File: src/include/dsal_pkg.sv
package dsal_pkg;

	// ---------------------------------------------------------------
	// Timing
	// ---------------------------------------------------------------
	localparam int unsigned CLK_HZ = 40_000_000; // System clock rate
	localparam int unsigned TICK_PERIOD_MS = 1000; // Timer step, in ms
	// Cycles in one timer step; default of the top-level parameter
	localparam int unsigned TICK_CYCLES = CLK_HZ / 1000 * TICK_PERIOD_MS;
	localparam int unsigned MENU_TIMEOUT_S = 20; // Idle menu falls back
	localparam logic [4:0] MENU_TIMEOUT_TICKS = 5'h14; // 20 steps

	// ---------------------------------------------------------------
	// Limits and reset values
	// ---------------------------------------------------------------
	localparam int VAL_W = 18; // Signed display value width
	localparam logic [11:0] TIME_MAX_S = 12'he10; // 3600 seconds
	localparam logic [15:0] CODE_RESET = 16'h0000; // Factory access code
	localparam logic [15:0] CODE_OPEN = 16'h0000; // Code meaning no guard
	localparam logic ACSP_RESET = 1'b0; // Factory: direct menu off
	localparam logic signed [17:0] SP_RESET = 18'sh00000; // Setpoints
	localparam int SP_DIGITS = 5; // Editable setpoint digits
	localparam int CODE_DIGITS = 4; // Access code digits

	// Button positions in the button vector
	localparam int BTN_DOWN = 0;
	localparam int BTN_UP = 1;
	localparam int BTN_NEXT = 2; // P button: next digit or alarm accept
	localparam int BTN_EXIT = 3; // E button

	// ---------------------------------------------------------------
	// Types
	// ---------------------------------------------------------------
	typedef logic signed [17:0] dsal_value_t;

	// Weight of each editable setpoint digit, least significant first
	localparam dsal_value_t DIGIT_WEIGHT [SP_DIGITS] = '{
		18'sh00001, 18'sh0000a, 18'sh00064, 18'sh003e8, 18'sh02710
	};

	// Per-channel alarm settings, all kept apart from the on/off bit
	typedef struct packed {
		logic enable; // Channel on
		logic high_low_select; // 1 high alarm, 0 low alarm
		logic normally_closed; // Output closed when not in alarm
		logic display_flash_option; // Alternate display with reference
		logic [15:0] deadband_value; // Hysteresis in display units
		logic [11:0] activation_delay; // Seconds
		logic [11:0] silence_time; // Seconds
	} dsal_chan_cfg_t;

	typedef enum logic [1:0] {
		CH_IDLE = 2'b00,
		CH_DELAY = 2'b01,
		CH_ACTIVE = 2'b10,
		CH_SILENCE = 2'b11
	} dsal_chan_state_t;

	typedef enum logic [2:0] {
		MN_DISPLAY = 3'b000,
		MN_CODE_PROMPT = 3'b001,
		MN_CODE_EDIT = 3'b010,
		MN_SP_PROMPT = 3'b011,
		MN_SP_EDIT = 3'b100
	} dsal_menu_t;

	typedef enum logic [1:0] {
		DISP_VALUE = 2'b00,
		DISP_REF_ONE = 2'b01,
		DISP_REF_TWO = 2'b10
	} dsal_disp_t;

	// Menu status shown to the display driver
	typedef struct packed {
		dsal_menu_t mode; // Current menu page
		logic chan; // Setpoint selected: 0 first, 1 second
		logic [2:0] digit; // Flashing digit index
		dsal_value_t edit_value; // Setpoint being edited
		logic [15:0] edit_code; // Code being entered, BCD
	} dsal_menu_stat_t;

endpackage

File: src/design/dsal_alarm_logic.sv
`timescale 1ns/1ps
// Contract
// - Alarm starts when value reaches setpoint
// - Channel on/off keeps other settings
// - Setpoint limited to 3.8-20.2 mA range
// - Each channel high or low alarm
// - Output sense selectable, inverted in alarm
// - High alarm clears below setpoint minus hysteresis
// - Activation delay 0-3600 s, zero none
// - Output trips after uninterrupted full delay
// - Annunciator flashes while delayed, steady after
// - Nonzero silence makes P an accept
// - Accept returns output to non-alarm for silence
// - Reactivate after silence if condition remains
// - Annunciator flashes during silence period
// - Display alternates value and channel reference
// - No display flash in silence or delay
// - Both active: references shown in sequence
// - Direct setpoint menu blocked while off
// - Separate four-digit direct menu code
// - Code 0000 grants access without entry
// - Reset: direct menu off, code 0000
// - Digit editing with up/down/next, E stores
module dsal_alarm_logic
	import dsal_pkg::*;
#(
	parameter int unsigned TICK_LEN = TICK_CYCLES
) (
	input wire logic clk,
	input wire logic resetn,
	input wire dsal_value_t display_value,
	input wire dsal_value_t sp_low_limit,
	input wire dsal_value_t sp_high_limit,
	input wire dsal_chan_cfg_t chan_cfg [2],
	input wire logic [3:0] buttons,
	input wire logic sp_load,
	input wire logic sp_load_chan,
	input wire dsal_value_t sp_load_value,
	input wire logic menu_cfg_load,
	input wire logic direct_trip_point_menu_in,
	input wire logic [15:0] direct_menu_code_in,
	output logic [1:0] alarm_switch_closed,
	output logic [1:0] annunciator_on,
	output dsal_disp_t display_select,
	output dsal_value_t first_trip_point,
	output dsal_value_t second_trip_point,
	output logic direct_trip_point_menu,
	output logic [15:0] direct_menu_code,
	output dsal_menu_stat_t menu_stat
);

	// ---------------------------------------------------------------
	// Timer base
	// ---------------------------------------------------------------
	logic [25:0] div_q; // Cycle counter within one step
	logic sec_tick; // One-cycle pulse every second
	logic half_tick; // One-cycle pulse every half second
	logic blink_q; // Annunciator blink phase

	assign sec_tick = (div_q == 26'(TICK_LEN - 1));
	assign half_tick = sec_tick || (div_q == 26'(TICK_LEN / 2 - 1));

	// Divider: single clock, slower rates are enables only
	always_ff @(posedge clk or negedge resetn) begin
		if (!resetn) begin
			div_q <= 26'h0000000;
		end else if (sec_tick) begin
			div_q <= 26'h0000000;
		end else begin
			div_q <= div_q + 26'h0000001;
		end
	end

	// Blink phase toggles twice a second
	always_ff @(posedge clk or negedge resetn) begin
		if (!resetn) begin
			blink_q <= 1'b0;
		end else if (half_tick) begin
			blink_q <= ~blink_q;
		end
	end

	// ---------------------------------------------------------------
	// Push buttons
	// ---------------------------------------------------------------
	logic [3:0] btn_meta_q; // First stage, read only by the second
	logic [3:0] btn_sync_q; // Synchronised level
	logic [3:0] btn_prev_q; // Previous level, for edge detection
	logic [3:0] btn_press; // One-cycle press events

	// Buttons are asynchronous pins, so two flops before any use
	always_ff @(posedge clk or negedge resetn) begin
		if (!resetn) begin
			btn_meta_q <= 4'h0;
			btn_sync_q <= 4'h0;
			btn_prev_q <= 4'h0;
		end else begin
			btn_meta_q <= buttons;
			btn_sync_q <= btn_meta_q;
			btn_prev_q <= btn_sync_q;
		end
	end

	assign btn_press = btn_sync_q & ~btn_prev_q;

	logic combo_press; // P and up together opens the direct menu
	logic accept_press; // P pressed without up held, in any menu page
	assign combo_press = (btn_press[BTN_NEXT] && btn_sync_q[BTN_UP]) ||
		(btn_press[BTN_UP] && btn_sync_q[BTN_NEXT]);
	assign accept_press = btn_press[BTN_NEXT] && !btn_sync_q[BTN_UP];

	// ---------------------------------------------------------------
	// Direct setpoint menu
	// ---------------------------------------------------------------
	dsal_menu_t menu_q; // Current page
	logic chan_sel_q; // Selected setpoint
	logic [2:0] digit_q; // Flashing digit
	dsal_value_t edit_val_q; // Setpoint work copy
	logic [15:0] edit_code_q; // Code work copy
	logic [4:0] idle_cnt_q; // Seconds without a button
	dsal_value_t sp_q [2]; // Stored setpoints
	logic acsp_q; // Direct menu enabled
	logic [15:0] code_q; // Direct menu access code
	logic sp_store; // Store work copy into selected setpoint
	logic any_press;
	logic menu_timeout;

	assign any_press = |btn_press;
	assign menu_timeout = (idle_cnt_q >= MENU_TIMEOUT_TICKS);
	assign sp_store = (menu_q == MN_SP_EDIT) && btn_press[BTN_EXIT];

	// Step one BCD digit up or down with wrap-round
	function automatic logic [3:0] bcd_step(input logic [3:0] d,
		input logic up);
		logic [3:0] r;
		r = d;
		if (up) begin
			r = (d >= 4'h9) ? 4'h0 : d + 4'h1;
		end else begin
			r = (d == 4'h0) ? 4'h9 : d - 4'h1;
		end
		return r;
	endfunction

	// Keep a setpoint inside the span that maps to 3.8-20.2 mA
	function automatic dsal_value_t sp_clamp(input logic signed [19:0] v);
		dsal_value_t r;
		r = v[17:0];
		if (v < 20'(sp_low_limit)) begin
			r = sp_low_limit;
		end else if (v > 20'(sp_high_limit)) begin
			r = sp_high_limit;
		end
		return r;
	endfunction

	// Idle timer: twenty quiet seconds abandon the menu
	always_ff @(posedge clk or negedge resetn) begin
		if (!resetn) begin
			idle_cnt_q <= 5'h00;
		end else if (any_press || menu_q == MN_DISPLAY) begin
			idle_cnt_q <= 5'h00;
		end else if (sec_tick && !menu_timeout) begin
			idle_cnt_q <= idle_cnt_q + 5'h01;
		end
	end

	// Menu page sequencing and digit editing
	always_ff @(posedge clk or negedge resetn) begin
		if (!resetn) begin
			menu_q <= MN_DISPLAY;
			chan_sel_q <= 1'b0;
			digit_q <= 3'h0;
			edit_val_q <= SP_RESET;
			edit_code_q <= CODE_RESET;
		end else if (menu_timeout) begin
			menu_q <= MN_DISPLAY;
		end else begin
			case (menu_q)
				MN_DISPLAY: begin
					// Entry only while the direct menu is on
					if (combo_press && acsp_q) begin
						chan_sel_q <= 1'b0;
						if (code_q == CODE_OPEN) begin
							menu_q <= MN_SP_PROMPT;
						end else begin
							menu_q <= MN_CODE_PROMPT;
						end
					end
				end
				MN_CODE_PROMPT: begin
					if (btn_press[BTN_NEXT]) begin
						edit_code_q <= 16'h0000;
						digit_q <= 3'(CODE_DIGITS - 1);
						menu_q <= MN_CODE_EDIT;
					end else if (btn_press[BTN_EXIT]) begin
						menu_q <= MN_DISPLAY;
					end
				end
				MN_CODE_EDIT: begin
					// Flashing digit edited in place, next moves on
					if (btn_press[BTN_UP] || btn_press[BTN_DOWN]) begin
						edit_code_q[digit_q[1:0]*4 +: 4] <= bcd_step(
							edit_code_q[digit_q[1:0]*4 +: 4],
							btn_press[BTN_UP]);
					end else if (btn_press[BTN_NEXT]) begin
						digit_q <= (digit_q == 3'h0) ?
							3'(CODE_DIGITS - 1) : digit_q - 3'h1;
					end else if (btn_press[BTN_EXIT]) begin
						// Wrong code drops straight back to display
						menu_q <= (edit_code_q == code_q) ?
							MN_SP_PROMPT : MN_DISPLAY;
					end
				end
				MN_SP_PROMPT: begin
					if (btn_press[BTN_UP] || btn_press[BTN_DOWN]) begin
						chan_sel_q <= ~chan_sel_q;
					end else if (btn_press[BTN_NEXT]) begin
						edit_val_q <= sp_q[chan_sel_q];
						digit_q <= 3'(SP_DIGITS - 1);
						menu_q <= MN_SP_EDIT;
					end else if (btn_press[BTN_EXIT]) begin
						menu_q <= MN_DISPLAY;
					end
				end
				MN_SP_EDIT: begin
					// Up/down move by the weight of the flashing digit
					if (btn_press[BTN_UP]) begin
						edit_val_q <= sp_clamp(20'(edit_val_q) +
							20'(DIGIT_WEIGHT[digit_q]));
					end else if (btn_press[BTN_DOWN]) begin
						edit_val_q <= sp_clamp(20'(edit_val_q) -
							20'(DIGIT_WEIGHT[digit_q]));
					end else if (btn_press[BTN_NEXT]) begin
						digit_q <= (digit_q == 3'h0) ?
							3'(SP_DIGITS - 1) : digit_q - 3'h1;
					end else if (btn_press[BTN_EXIT]) begin
						menu_q <= MN_SP_PROMPT;
					end
				end
				default: begin
					menu_q <= MN_DISPLAY;
				end
			endcase
		end
	end

	// Setpoint storage; the configuration load takes precedence
	always_ff @(posedge clk or negedge resetn) begin
		if (!resetn) begin
			sp_q[0] <= SP_RESET;
			sp_q[1] <= SP_RESET;
		end else if (sp_load) begin
			sp_q[sp_load_chan] <= sp_clamp(20'(sp_load_value));
		end else if (sp_store) begin
			sp_q[chan_sel_q] <= edit_val_q;
		end
	end

	// Direct menu enable and its own code, factory state at reset
	always_ff @(posedge clk or negedge resetn) begin
		if (!resetn) begin
			acsp_q <= ACSP_RESET;
			code_q <= CODE_RESET;
		end else if (menu_cfg_load) begin
			acsp_q <= direct_trip_point_menu_in;
			code_q <= direct_menu_code_in;
		end
	end

	// ---------------------------------------------------------------
	// Alarm channels
	// ---------------------------------------------------------------
	dsal_chan_state_t ch_q [2]; // Channel state
	logic [1:0] flash_ok; // Output active with display flashing wanted
	logic accept_go; // Accept press outside the menu
	assign accept_go = accept_press && (menu_q == MN_DISPLAY);

	for (genvar c = 0; c < 2; c++) begin : g_chan
		logic cond_q; // Alarm condition with hysteresis
		logic cond_d;
		logic [11:0] cnt_q; // Seconds spent delayed or silenced
		logic [11:0] dly; // Delay clipped to its range
		logic [11:0] sil; // Silence clipped to its range
		logic signed [19:0] val;
		logic signed [19:0] sp;
		logic signed [19:0] hys;

		assign val = 20'(display_value);
		assign sp = 20'(sp_q[c]);
		assign hys = 20'($signed({1'b0, chan_cfg[c].deadband_value}));
		assign dly = (chan_cfg[c].activation_delay > TIME_MAX_S) ?
			TIME_MAX_S : chan_cfg[c].activation_delay;
		assign sil = (chan_cfg[c].silence_time > TIME_MAX_S) ?
			TIME_MAX_S : chan_cfg[c].silence_time;

		// Condition sets on reaching the setpoint, clears past the band
		always_comb begin
			cond_d = 1'b0;
			if (!chan_cfg[c].enable) begin
				cond_d = 1'b0;
			end else if (chan_cfg[c].high_low_select) begin
				cond_d = cond_q ? !(val < sp - hys)
					: (val >= sp);
			end else begin
				cond_d = cond_q ? !(val > sp + hys)
					: (val <= sp);
			end
		end

		// Condition register
		always_ff @(posedge clk or negedge resetn) begin
			if (!resetn) begin
				cond_q <= 1'b0;
			end else begin
				cond_q <= cond_d;
			end
		end

		// Delay, activation and silence sequencing
		always_ff @(posedge clk or negedge resetn) begin
			if (!resetn) begin
				ch_q[c] <= CH_IDLE;
				cnt_q <= 12'h000;
			end else if (!cond_q) begin
				// Any break in the condition restarts the sequence
				ch_q[c] <= CH_IDLE;
				cnt_q <= 12'h000;
			end else begin
				case (ch_q[c])
					CH_IDLE: begin
						cnt_q <= 12'h000;
						ch_q[c] <= (dly == 12'h000) ?
							CH_ACTIVE : CH_DELAY;
					end
					CH_DELAY: begin
						if (sec_tick) begin
							cnt_q <= cnt_q + 12'h001;
							if (cnt_q + 12'h001 >= dly) begin
								ch_q[c] <= CH_ACTIVE;
							end
						end
					end
					CH_ACTIVE: begin
						if (accept_go && sil != 12'h000) begin
							cnt_q <= 12'h000;
							ch_q[c] <= CH_SILENCE;
						end
					end
					CH_SILENCE: begin
						if (sec_tick) begin
							cnt_q <= cnt_q + 12'h001;
							if (cnt_q + 12'h001 >= sil) begin
								ch_q[c] <= CH_ACTIVE;
							end
						end
					end
					default: begin
						ch_q[c] <= CH_IDLE;
					end
				endcase
			end
		end

		// Registered outputs: switch sense and annunciator
		always_ff @(posedge clk or negedge resetn) begin
			if (!resetn) begin
				alarm_switch_closed[c] <= 1'b0;
				annunciator_on[c] <= 1'b0;
			end else begin
				alarm_switch_closed[c] <= chan_cfg[c].normally_closed ^
					(ch_q[c] == CH_ACTIVE);
				case (ch_q[c])
					CH_ACTIVE: annunciator_on[c] <= 1'b1;
					CH_DELAY: annunciator_on[c] <= blink_q;
					CH_SILENCE: annunciator_on[c] <= blink_q;
					default: annunciator_on[c] <= 1'b0;
				endcase
			end
		end

		// Only an activated output flashes the display
		assign flash_ok[c] = chan_cfg[c].display_flash_option &&
			(ch_q[c] == CH_ACTIVE);
	end

	// ---------------------------------------------------------------
	// Display alternation
	// ---------------------------------------------------------------
	logic [1:0] seq_q; // Step through value, ref, value, ref

	// Sequence advances once a second
	always_ff @(posedge clk or negedge resetn) begin
		if (!resetn) begin
			seq_q <= 2'h0;
		end else if (flash_ok == 2'b00) begin
			seq_q <= 2'h0;
		end else if (sec_tick) begin
			seq_q <= seq_q + 2'h1;
		end
	end

	// Odd steps show a reference; both active share them in turn
	always_ff @(posedge clk or negedge resetn) begin
		if (!resetn) begin
			display_select <= DISP_VALUE;
		end else if (!seq_q[0] || flash_ok == 2'b00) begin
			display_select <= DISP_VALUE;
		end else if (flash_ok == 2'b11) begin
			display_select <= seq_q[1] ?
				DISP_REF_TWO : DISP_REF_ONE;
		end else begin
			display_select <= flash_ok[0] ?
				DISP_REF_ONE : DISP_REF_TWO;
		end
	end

	// ---------------------------------------------------------------
	// Status outputs
	// ---------------------------------------------------------------
	assign first_trip_point = sp_q[0];
	assign second_trip_point = sp_q[1];
	assign direct_trip_point_menu = acsp_q;
	assign direct_menu_code = code_q;
	assign menu_stat = '{mode: menu_q, chan: chan_sel_q, digit: digit_q,
		edit_value: edit_val_q, edit_code: edit_code_q};

endmodule

File: config.mk
export PLATFORM = sky130hd
export DESIGN_NAME = dsal_alarm_logic
export DESIGN_NICKNAME = d
export VERILOG_FILES = /design/src/include/dsal_pkg.sv /design/src/design/dsal_alarm_logic.sv
export SDC_FILE = /design/constraint.sdc
export NUM_CORES = 1
export LEC_CHECK = 0
export BUFFER_PORTS_ARGS = -buffer_cell sky130_fd_sc_hd__buf_2
export CAP_MARGIN = 25
export CORE_ASPECT_RATIO = 1.25
export CORE_MARGIN = 10
export CORE_UTILIZATION = 32
export DETAILED_ROUTE_END_ITERATION = 7
export HOLD_SLACK_MARGIN = 0.08
export PLACE_DENSITY = 0.45
export SETUP_SLACK_MARGIN = 0.5
export SLEW_MARGIN = 5
export SYNTH_ARGS = -nofsm -noshare
export SYNTH_HDL_FRONTEND = slang
export SYNTH_SLANG_ARGS = --single-unit
File: constraint.sdc
create_clock -name clk -period 6.1 [get_ports clk]
set_input_delay 0.305 -clock clk [delete_from_list [all_inputs] [get_ports clk]]
set_output_delay 0.305 -clock clk [all_outputs]
set_load 0.005 [all_outputs]
# [After elaboration in Yosys (flattened, before gate mapping)]
# Memories as Yosys holds them, arrays and structs flattened.
# Index checks and enable logic that the tools add are counted.
# W data, S select, Z words.
[totals] romBits=144 memories=1 regBits=176
[mem_list] name="(name not given)" depth=8 width=18 read_ports=1 rd_ports_with_merged_regs=0 write_ports=0 line="dsal_alarm_logic.sv:233" source="20'(DIGIT_WEIGHT[digit_q]));"
[op_classes] shift=3 order_cmp=29 mux=112 reduce_logical=55 n_bitwise=10 add_sub_neg=15 eq_ne=47
[op_table] cell="$mux W18" n=18
[op_table] cell="$mux W12" n=10
[op_table] cell="$bwmux W36" n=2
[op_table] cell="$mux W36" n=2
[op_table] cell="$pmux W12 S3" n=2
[op_table] cell="$mux W3" n=23
[op_table] cell="$ne A3 B3 Y1 const B" n=22
[op_table] cell="$ge A12 B12 Y1" n=4
[op_table] cell="$gt A12 B12 Y1 const B" n=4
[op_table] cell="$mux W2" n=22
[op_table] cell="$add A18 B17 Y19" n=2
[op_table] cell="$gt A18 B19 Y1" n=2
[op_table] cell="$gt A19 B18 Y1" n=2
[op_table] cell="$lt A18 B19 Y1" n=2
[op_table] cell="$lt A19 B18 Y1" n=2
[op_table] cell="$sub A18 B17 Y19" n=2
[op_table] cell="$demux W18 S1" n=2
[op_table] cell="$ge A18 B18 Y1" n=2
[op_table] cell="$le A18 B18 Y1" n=2
[op_table] cell="$pmux W18 S2" n=1
[op_table] cell="$neg A4 Y34" n=1
[op_table] cell="$shift A4 B34 Y16 const A" n=1
[op_table] cell="$shiftx A4 B34 Y16" n=1
[op_table] cell="$mux W16" n=2
[op_table] cell="59 further kinds" n=138

# [Depth between registers and ports, before layout]
# Gate-level depths: netlist (run 1).
[logic_depth] depth_word=11 ltp_mapped=26

# [Least setup slack after synthesis (run 1)]
# No wires, ideal clock.
[synth_path] path_type="flip-flop to flip-flop" startpoint="register digit_q[0]" endpoint="register edit_val_q[15]" setup_time_ps=126 path_buffers=2 arrival_ps=5389 synth_period_minus_slack_ps=5515 required_ps=5974 path_stages_with_launch=23 setup_slack_ps=585 cell_sequence="dfrtp_1 > clkbuf_1 > inv_1 > ha_1 > nor2b_1 > ha_1 > fa_1 > nor2b_1 > o31a_1 > o21ba_2 > o21ai_0 > a41oi_1 > nor2_1 > xor2_1 > ha_1 > a211oi_1 > a31oi_1 > o31ai_1 > or2_1 > buf_4 > mux2_2 > o32a_1 > a221o_1"
[synth_via] elab_chain_cells=11 word_cells_on_any_way=17
[synth_lines] element="from (decl)" line="dsal_alarm_logic.sv:117" source="logic [2:0] digit_q;"
[synth_lines] element="from (signal assigned)" line="dsal_alarm_logic.sv:194" source="digit_q <= 3'(CODE_DIGITS - 1);"
[synth_lines] element="from (signal assigned)" line="dsal_alarm_logic.sv:207" source="digit_q <= (digit_q == 3'h0) ?"
[synth_lines] element="from (signal assigned)" line="dsal_alarm_logic.sv:220" source="digit_q <= 3'(SP_DIGITS - 1);"
[synth_lines] element="$not A3 Y4 (implied by the code) (*)" line="dsal_alarm_logic.sv:230, dsal_alarm_logic.sv:233"
[synth_lines] element="$mem_v2 Z8 W18 (*)"
[synth_lines] element="$mux W18 (implied by the code) (*) (2 in a row)" line="dsal_alarm_logic.sv:233"
[synth_lines] element="$sub A18 B18 Y19" line="dsal_alarm_logic.sv:232" source="edit_val_q <= sp_clamp(20'(edit_val_q) -"
[synth_lines] element="$gt A19 B18 Y1" line="dsal_alarm_logic.sv:151" source="end else if (v > 20'(sp_high_limit)) begin"
[synth_lines] element="$mux W18" line="dsal_alarm_logic.sv:151"
[synth_lines] element="$mux W18" line="dsal_alarm_logic.sv:149" source="if (v < 20'(sp_low_limit)) begin"
[synth_lines] element="$mux W18" line="dsal_alarm_logic.sv:231" source="end else if (btn_press[BTN_DOWN]) begin"
[synth_lines] element="$mux W18 (*)" line="dsal_alarm_logic.sv:228" source="if (btn_press[BTN_UP]) begin"
[synth_lines] element="$pmux W18 S2 (*)" line="dsal_alarm_logic.sv:179" source="case (menu_q)"
[synth_lines] element="to (signal assigned)" line="dsal_alarm_logic.sv:219" source="edit_val_q <= sp_q[chan_sel_q];"
[synth_lines] element="to (signal assigned)" line="dsal_alarm_logic.sv:229" source="edit_val_q <= sp_clamp(20'(edit_val_q) +"
[synth_lines] element="to (signal assigned)" line="dsal_alarm_logic.sv:232"
[synth_lines] element="to (decl)" line="dsal_alarm_logic.sv:118" source="dsal_value_t edit_val_q;"
# Every way passes the cells marked *; elsewhere a longest branch is shown, timed or not. The select of a mux whose other input is x is not followed.
# A chain may end at the register's enable or synchronous reset.

# [Final worst setup path (run 1)]
[layout_path] startpoint="register digit_q[1]" endpoint="register edit_val_q[15]"
# Same word-level chain as after synthesis.

==> results_dict.tcl, run 1 <==
set metrics [dict create \
    syn2layout_area_growth_pct 16.7 \
    synthFlopType "dfrtp_1" \
    yosys_warnings 0 \
    critical_path.top_delay_family "compound AO/OA/AOI/OAI gates" \
    crit_buf_inv 1 \
    crit_chain "inv_1, ha_2, nor2b_4, ha_1, fa_1, nor2b_1, o31a_1, o21ba_2, o21ai_0, a41oi_2, nor2_2, xor2_2, ha_1, a211oi_2, a31oi_4, o31ai_4, or2_4, mux2_2, o32a_1, a221o_1" \
    die_area_um2 76000 \
    vias_per_cell 5.45 \
    vias 20000 \
    pre_cts_slack_ns 0.312 \
    synth_top_family_by_area "adder cells" \
    yosys.area_share.adder_pct 22.9 \
    nFillCells 6717 \
    cpPeakStageDelay_ns 0.44 \
    synth_compound_area_share_pct 21.0 \
    syn_nets 3086 \
    ys_top_cells_by_count "372 x ha_1, 234 x nand2_1, 199 x inv_1, 186 x nor2_1, 176 x dfrtp_1" \
    hold_class "in -> reg" \
    ys_async_sr_fraction_pct 100 \
    hold_viol_final 0 \
    skew_ns 0.0130 \
    dieHeight_um 306 \
    crit_top_cell "ha_1" \
    drc 0 \
    dr.first_iter.drc_count 1195 \
    cts_sinks 176 \
    synth_cell_type_count 91 \
    nNetsFinal 3375 \
    synth_edf_count 0 \
    synth_top_area_cell "ha_1" \
    synth-xor-area-share_pct 6.58 \
    cts.clk_slew.worst_paths_ns 0.08 \
    antenna_left 0 \
    path_max_fanout 6 \
    row_count 104 \
    grt_pass1_wl_um 122000 \
    p_sw_uw 5470 \
    grt_pass1_vias 20600 \
    drive_gt1_share_pct 16.4 \
    tightest_slew_ns 0.876 \
    cts_tree "yes" \
    cts_root_buf "clkbuf_16" \
    grt_antenna_before_repair 6 \
    final.setup.tns_ns 0 \
    setup-violations-final 0 \
    swShare_pct 52.8 \
    powerDensity_nw_per_um2 425 \
    core_area_um2 64500 \
    syn_inst 2522 \
    rsz0062_at_grt "yes" \
    hpwlAfterDp_um 65800 \
    yosysMostFrequentCell "ha_1" \
    post-route-min-period_ns 5.46 \
    leakage_uw 0.0120 \
    internal_power_uw 4900 \
    htreeDepth 4 \
    drt-total-wl_um 79800 \
    combPwrFrac_pct 72.1 \
    cts_max_path_buffers 2 \
    portBuffers 285 \
    synth_area_um2 20900 \
    start_kind "register" \
    period_share_pct 89.4 \
    cts-buffers-inserted 17 \
    globalplace.congestion 0.960 \
    p_seq_share_pct 16.8 \
    track_usage_pct 20.1 \
    required_ns 6.44 \
    drv_cap 0 \
    critPathKind "reg -> reg" \
    dr.pass1.iters 5 \
    synthSimpleGateAreaFrac_pct 18.7 \
    seq_area_frac_synth_pct 21.1 \
    die_w_um 249 \
    worst_path_max_delay_cell "dfrtp_1" \
    finalMaxSlewViolations 0 \
    ios 286 \
    worstSetupEndpointType "register" \
    grt_max_degree 119 \
    outcome "completed" \
    grt-ovfl-total 0 \
    syn_area_per_cell_um2 8.28 \
    relSlewSlack_pct 41.5 \
    synth_area_leaders "ha_1 22%, dfrtp_1 21%, nand2_1 4.2%" \
    ys_ff_latch 176 \
    yosysTopAreaCellShare_pct 22.3 \
    fmax_mhz 183 \
    finalWorstSetupSlack_ns 0.644 \
    wl_per_cell_um 21.7 \
    clk_latency_ns 0.46 \
    ir_drop_uv 275 \
    synthMuxAreaShare_pct 4.54 \
    start_util_pct 32.4 \
    worstPathArrival_ns 5.80 \
    clock_power_share_pct 11.1 \
]
[cell usage in the layout, fill, tap and decap left out, types with 21 or more instances in the layout]
cell,n
o21ai_0,132
xor2_1,74
nor4_1,24
mux2i_1,43
inv_1,198
dlygate4sd3_1,27
xnor2_1,77
dfrtp_1,176
a21oi_1,167
o221ai_1,39
nor2_1,184
buf_4,36
ha_1,371
buf_2,284
nand2_1,234
and3_1,30
mux2_2,32
a211oi_1,25
nor2b_1,36
a21o_1,57
a31oi_1,21
nand4_1,54
o21a_1,22
nand2b_1,39
nand3_1,67
nor3_1,54
[sequential cells by signal, summed over array words and instances (netlist names), 3 cells and up]
register	count
edit_code_q	16
second_trip_point	18
direct_menu_code	16
g_chan.cnt_q	24
first_trip_point	18
edit_val_q	18
btn_prev_q	4
btn_sync_q	4
div_q	26
menu_q	3
ch_q	4
digit_q	3
idle_cnt_q	5
btn_meta_q	4
[power groups by stage]
| stage | logic (µW) | registers [µW] | clock network, µW |
|---|---|---|---|
| floorplan | 4920 | 1520 | 0 |
| global placement | 7040 | 1750 | 0 |
| detailed placement | 7110 | 1760 | 0 |
| CTS | 7200 | 1730 | 1190 |
| global route | 8190 | 1780 | 1220 |
| finish | 7470 | 1740 | 1150 |
[logic make-up after synthesis]
family,count (synthesis)
buffers and inverters,281
XOR/XNOR,157
AND/OR/NAND/NOR,799
adder cells (fa/ha/maj),378
flip-flops,176
AO/OA/AOI/OAI,646
multiplexers,85
[layout make-up]
class	count	area (µm²)	share of cell area [%]
Inverter	200	751	3.08
Timing Repair Buffer	350	2010	8.24
Antenna cell	1	2.50	0.0103
Tap cell	848	1060	4.35
Clock inverter	15	176	0.724
Clock buffer	17	425	1.75
Multi-Input combinational cell	2066	15500	63.8
Sequential cell	176	4400	18.1
[path summary, 6_finish.rpt]
check                         startpoint             endpoint  slack [ns]  depth (start not counted)
setup / recovery              digit_q[1]       edit_val_q[15]        0.64                         20
hold / removal              chan_cfg[86]     g_chan[0].cond_q        0.16                          3
setup reg to reg              digit_q[1]       edit_val_q[15]        0.64                         20
hold reg to reg            btn_meta_q[0]        btn_sync_q[0]        0.35                          0
max in group asynchronous         resetn  first_trip_point[6]        4.22                          4
min in group asynchronous         resetn  g_chan[0].cnt_q[10]        0.24                          2
[worst reg2reg max path, cell delays in order (launching register included)]
cell,delay (ns)
dfrtp_1,0.44
inv_1,0.18
ha_2,0.28
nor2b_4,0.20
ha_1,0.22
fa_1,0.23
nor2b_1,0.07
o31a_1,0.27
o21ba_2,0.24
o21ai_0,0.20
a41oi_2,0.26
nor2_2,0.21
xor2_2,0.23
ha_1,0.32
a211oi_2,0.38
a31oi_4,0.16
o31ai_4,0.32
or2_4,0.27
mux2_2,0.35
o32a_1,0.17
a221o_1,0.33
[routing by layer]
metal  global-route usage, %  wire length (µm)
met5                       0                51
met4                    5.51              1900
met3                    2.87              3490
met2                    35.7             39500
met1                    24.8             34900
[per-stage QoR]
stage | hold slack (ns) | utilization (%) | instance area [µm²] | power (µW) | std cells
3_5_place_dp | 0.341 | 36.1 | 23300 | 8870 | 3606
3_3_place_gp | 0.339 | 36.1 | 23300 | 8790 | 3606
2_1_floorplan | 0.00941 | - | 20900 | 6450 | 2522
5_1_grt | 0.153 | 37.8 | 24400 | 11200 | 3673
6_report | 0.164 | 37.8 | 24400 | 10400 | 3673
4_1_cts | 0.123 | 37.5 | 24200 | 10100 | 3665
[timing repair]
item,CTS,global route
pin swaps,0,5
buffers inserted,0,4
hold buffers,27,0
endpoints found under the setup margin,16,18
gates cloned,0,1
resized for setup,6,25
hold endpoints to repair,135,0
(Power assumes the default switching activity.)
==> run 2, diff against run 1 <==
==> constraint.sdc (replaced) <==
create_clock -name clk -period 5.86 [get_ports clk]
set_input_delay 0.293 -clock clk [delete_from_list [all_inputs] [get_ports clk]]
set_output_delay 0.293 -clock clk [all_outputs]
set_load 0.005 [all_outputs]
==> results_dict.tcl, run 2 (synthesis gave the netlist of run 1 again) <==
set metrics [dict create \
    powerDensity_nw_per_um2 450 \
    ios 286 \
    worstPathArrival_ns 5.65 \
    vias 20300 \
    antenna_left 0 \
    drt-total-wl_um 80700 \
    largest_reg_flops 26 \
    post-route-min-period_ns 5.30 \
    cts.clk_slew.worst_paths_ns 0.09 \
    required_ns 6.21 \
    worst_path_max_delay_cell "dfrtp_1" \
    leakage_uw 0.0121 \
    grt_max_degree 109 \
    top_regs "div_q x26, g_chan.cnt_q x24" \
    nNetsFinal 3397 \
    htreeDepth 4 \
    cpPeakStageDelay_ns 0.39 \
    drive_gt1_share_pct 17.6 \
    dr.pass1.iters 5 \
    final_common_cell "ha_1" \
    track_usage_pct 20.3 \
    grt_pass1_wl_um 122000 \
    syn2layout_area_growth_pct 17.8 \
    p_seq_share_pct 16.3 \
    clk_latency_ns 0.46 \
    final.setup.tns_ns 0 \
    cts_root_buf "clkbuf_16" \
    final_cells 3695 \
    finalMaxSlewViolations 0 \
    die_area_um2 76000 \
    grt_pass1_vias 20600 \
    final_cell_mix "365 x ha_1, 284 x buf_2, 233 x nand2_1" \
    die_w_um 249 \
    dpl.cell_count 3614 \
    internal_power_uw 5270 \
    wl_per_cell_um 21.8 \
    dr.first_iter.drc_count 1374 \
    hold_viol_final 0 \
    nFillCells 6735 \
    dieHeight_um 306 \
    cts_max_path_buffers 2 \
    crit_chain "buf_4, ha_1, or2_2, ha_4, inv_1, buf_4, a21oi_1, o211a_1, o41ai_2, a211oi_2, xor2_2, ha_1, o21a_1, o21ai_1, a31oi_4, o31ai_2, or2_4, mux2_2, o32a_1, a221o_1" \
    combPwrFrac_pct 73.0 \
    rsz0062_at_grt "yes" \
    period_share_pct 90.5 \
    hold_class "in -> reg" \
    worstSetupEndpointType "register" \
    relSlewSlack_pct 32.5 \
    swShare_pct 52.5 \
    outcome "completed" \
    start_kind "register" \
    grt_antenna_before_repair 5 \
    cts-buffers-inserted 17 \
    skew_ns 0.0207 \
    hpwlAfterDp_um 66400 \
    tightest_slew_ns 1.01 \
    p_sw_uw 5820 \
    grt-ovfl-total 0 \
    fmax_mhz 189 \
    drv_cap 0 \
    cts_tree "yes" \
    regMostFlops "div_q" \
    vias_per_cell 5.49 \
    cts_sinks 176 \
    portBuffers 285 \
    globalplace.congestion 0.927 \
    path_max_fanout 10 \
    row_count 104 \
    start_util_pct 32.4 \
    setup-violations-final 0 \
    drc 0 \
    clock_power_share_pct 10.6 \
    critPathKind "reg -> reg" \
    ir_drop_uv 217 \
    core_area_um2 64500 \
]
[run 2: changes by cell type in the layout (fill, tap and decap cells not counted), sizes merged]
| cell | change |
|---|---|
| clkinvlp | +1 |
| clkbuf | -1 |
| buf | +22 |
| bufinv | -1 |
| or2 | +1 |
[run 2: power by group through the flow]
stage / registers (µW) / clock network (µW) / logic, µW
finish: 1810 / 1180 / 8090
CTS: 1810 / 1220 / 7730
detailed placement: 1830 / 0 / 7510
global route: 1840 / 1260 / 8900
floorplan: 1590 / 0 / 5130
global placement: 1830 / 0 / 7450
[run 2: cell type report]
type | instances | area [µm²] | area share [%]
multi-input combinational | 2067 | 15600 | 63.5
sequential | 176 | 4410 | 17.9
timing repair buffer | 371 | 2170 | 8.82
tap | 848 | 1060 | 4.31
inverter | 200 | 751 | 3.05
clock buffer | 17 | 425 | 1.73
clock inverter | 15 | 173 | 0.702
antenna | 1 | 2.50 | 0.0102
[run 2: critical path, delay by kind of cell, from the launching register on]
kind                     cells  cell delay (ns)
adder cells (fa/ha/maj)      3             0.85
XOR/XNOR                     1             0.28
AO/OA/AOI/OAI               10             2.22
multiplexers                 1             0.35
AND/OR/NAND/NOR              2             0.62
flip-flops                   1             0.39
buffers and inverters        3             0.50
[run 2: routing by layer]
metal | vias up | part of all wire, % | global-route usage, %
met1 | 9867 | 44 | 24.8
met5 | - | 0.033 | 0
li1 | 9777 | - | -
met2 | 546 | 49 | 35.9
met4 | 4 | 2.8 | 6.74
met3 | 98 | 4.1 | 2.63
[run 2: worst paths after layout]
kind | startpoint | to | slack [ns] | cells after the start
max reg2reg | digit_q[1] | edit_val_q[15] | 0.56 | 20
min | chan_cfg[86] | g_chan[0].cond_q | 0.16 | 3
max | digit_q[1] | edit_val_q[15] | 0.56 | 20
min reg2reg | btn_meta_q[0] | btn_sync_q[0] | 0.36 | 0
min in group asynchronous | resetn | g_chan[0].cnt_q[8] | 0.43 | 2
max in group asynchronous | resetn | edit_val_q[6] | 4.17 | 4
[run 2: metrics by stage]
| step | hold WS [ns] | instance area (µm²) | power, µW | worst slack (ns) | util (%) |
|---|---|---|---|---|---|
| floorplan | -0.00259 | 20900 | 6720 | 0.543 | - |
| CTS | 0.122 | 24300 | 10800 | 0.502 | 37.7 |
| finish | 0.158 | 24600 | 11100 | 0.559 | 38.1 |
| global placement | 0.345 | 23400 | 9280 | 0.0771 | 36.2 |
| detailed placement | 0.342 | 23400 | 9340 | 0.0511 | 36.2 |
| global route | 0.155 | 24600 | 12000 | 0.395 | 38.1 |
[run 2: repair_timing]
| item | 4_1_cts | 5_1_grt |
|---|---|---|
| hold buffers | 27 | 0 |
| pin swaps | 2 | 11 |
| cloned | 0 | 2 |
| resized for setup | 20 | 32 |
| endpoints found under the hold margin | 132 | 0 |
| setup buffers | 5 | 13 |
| setup endpoints to repair | 18 | 18 |
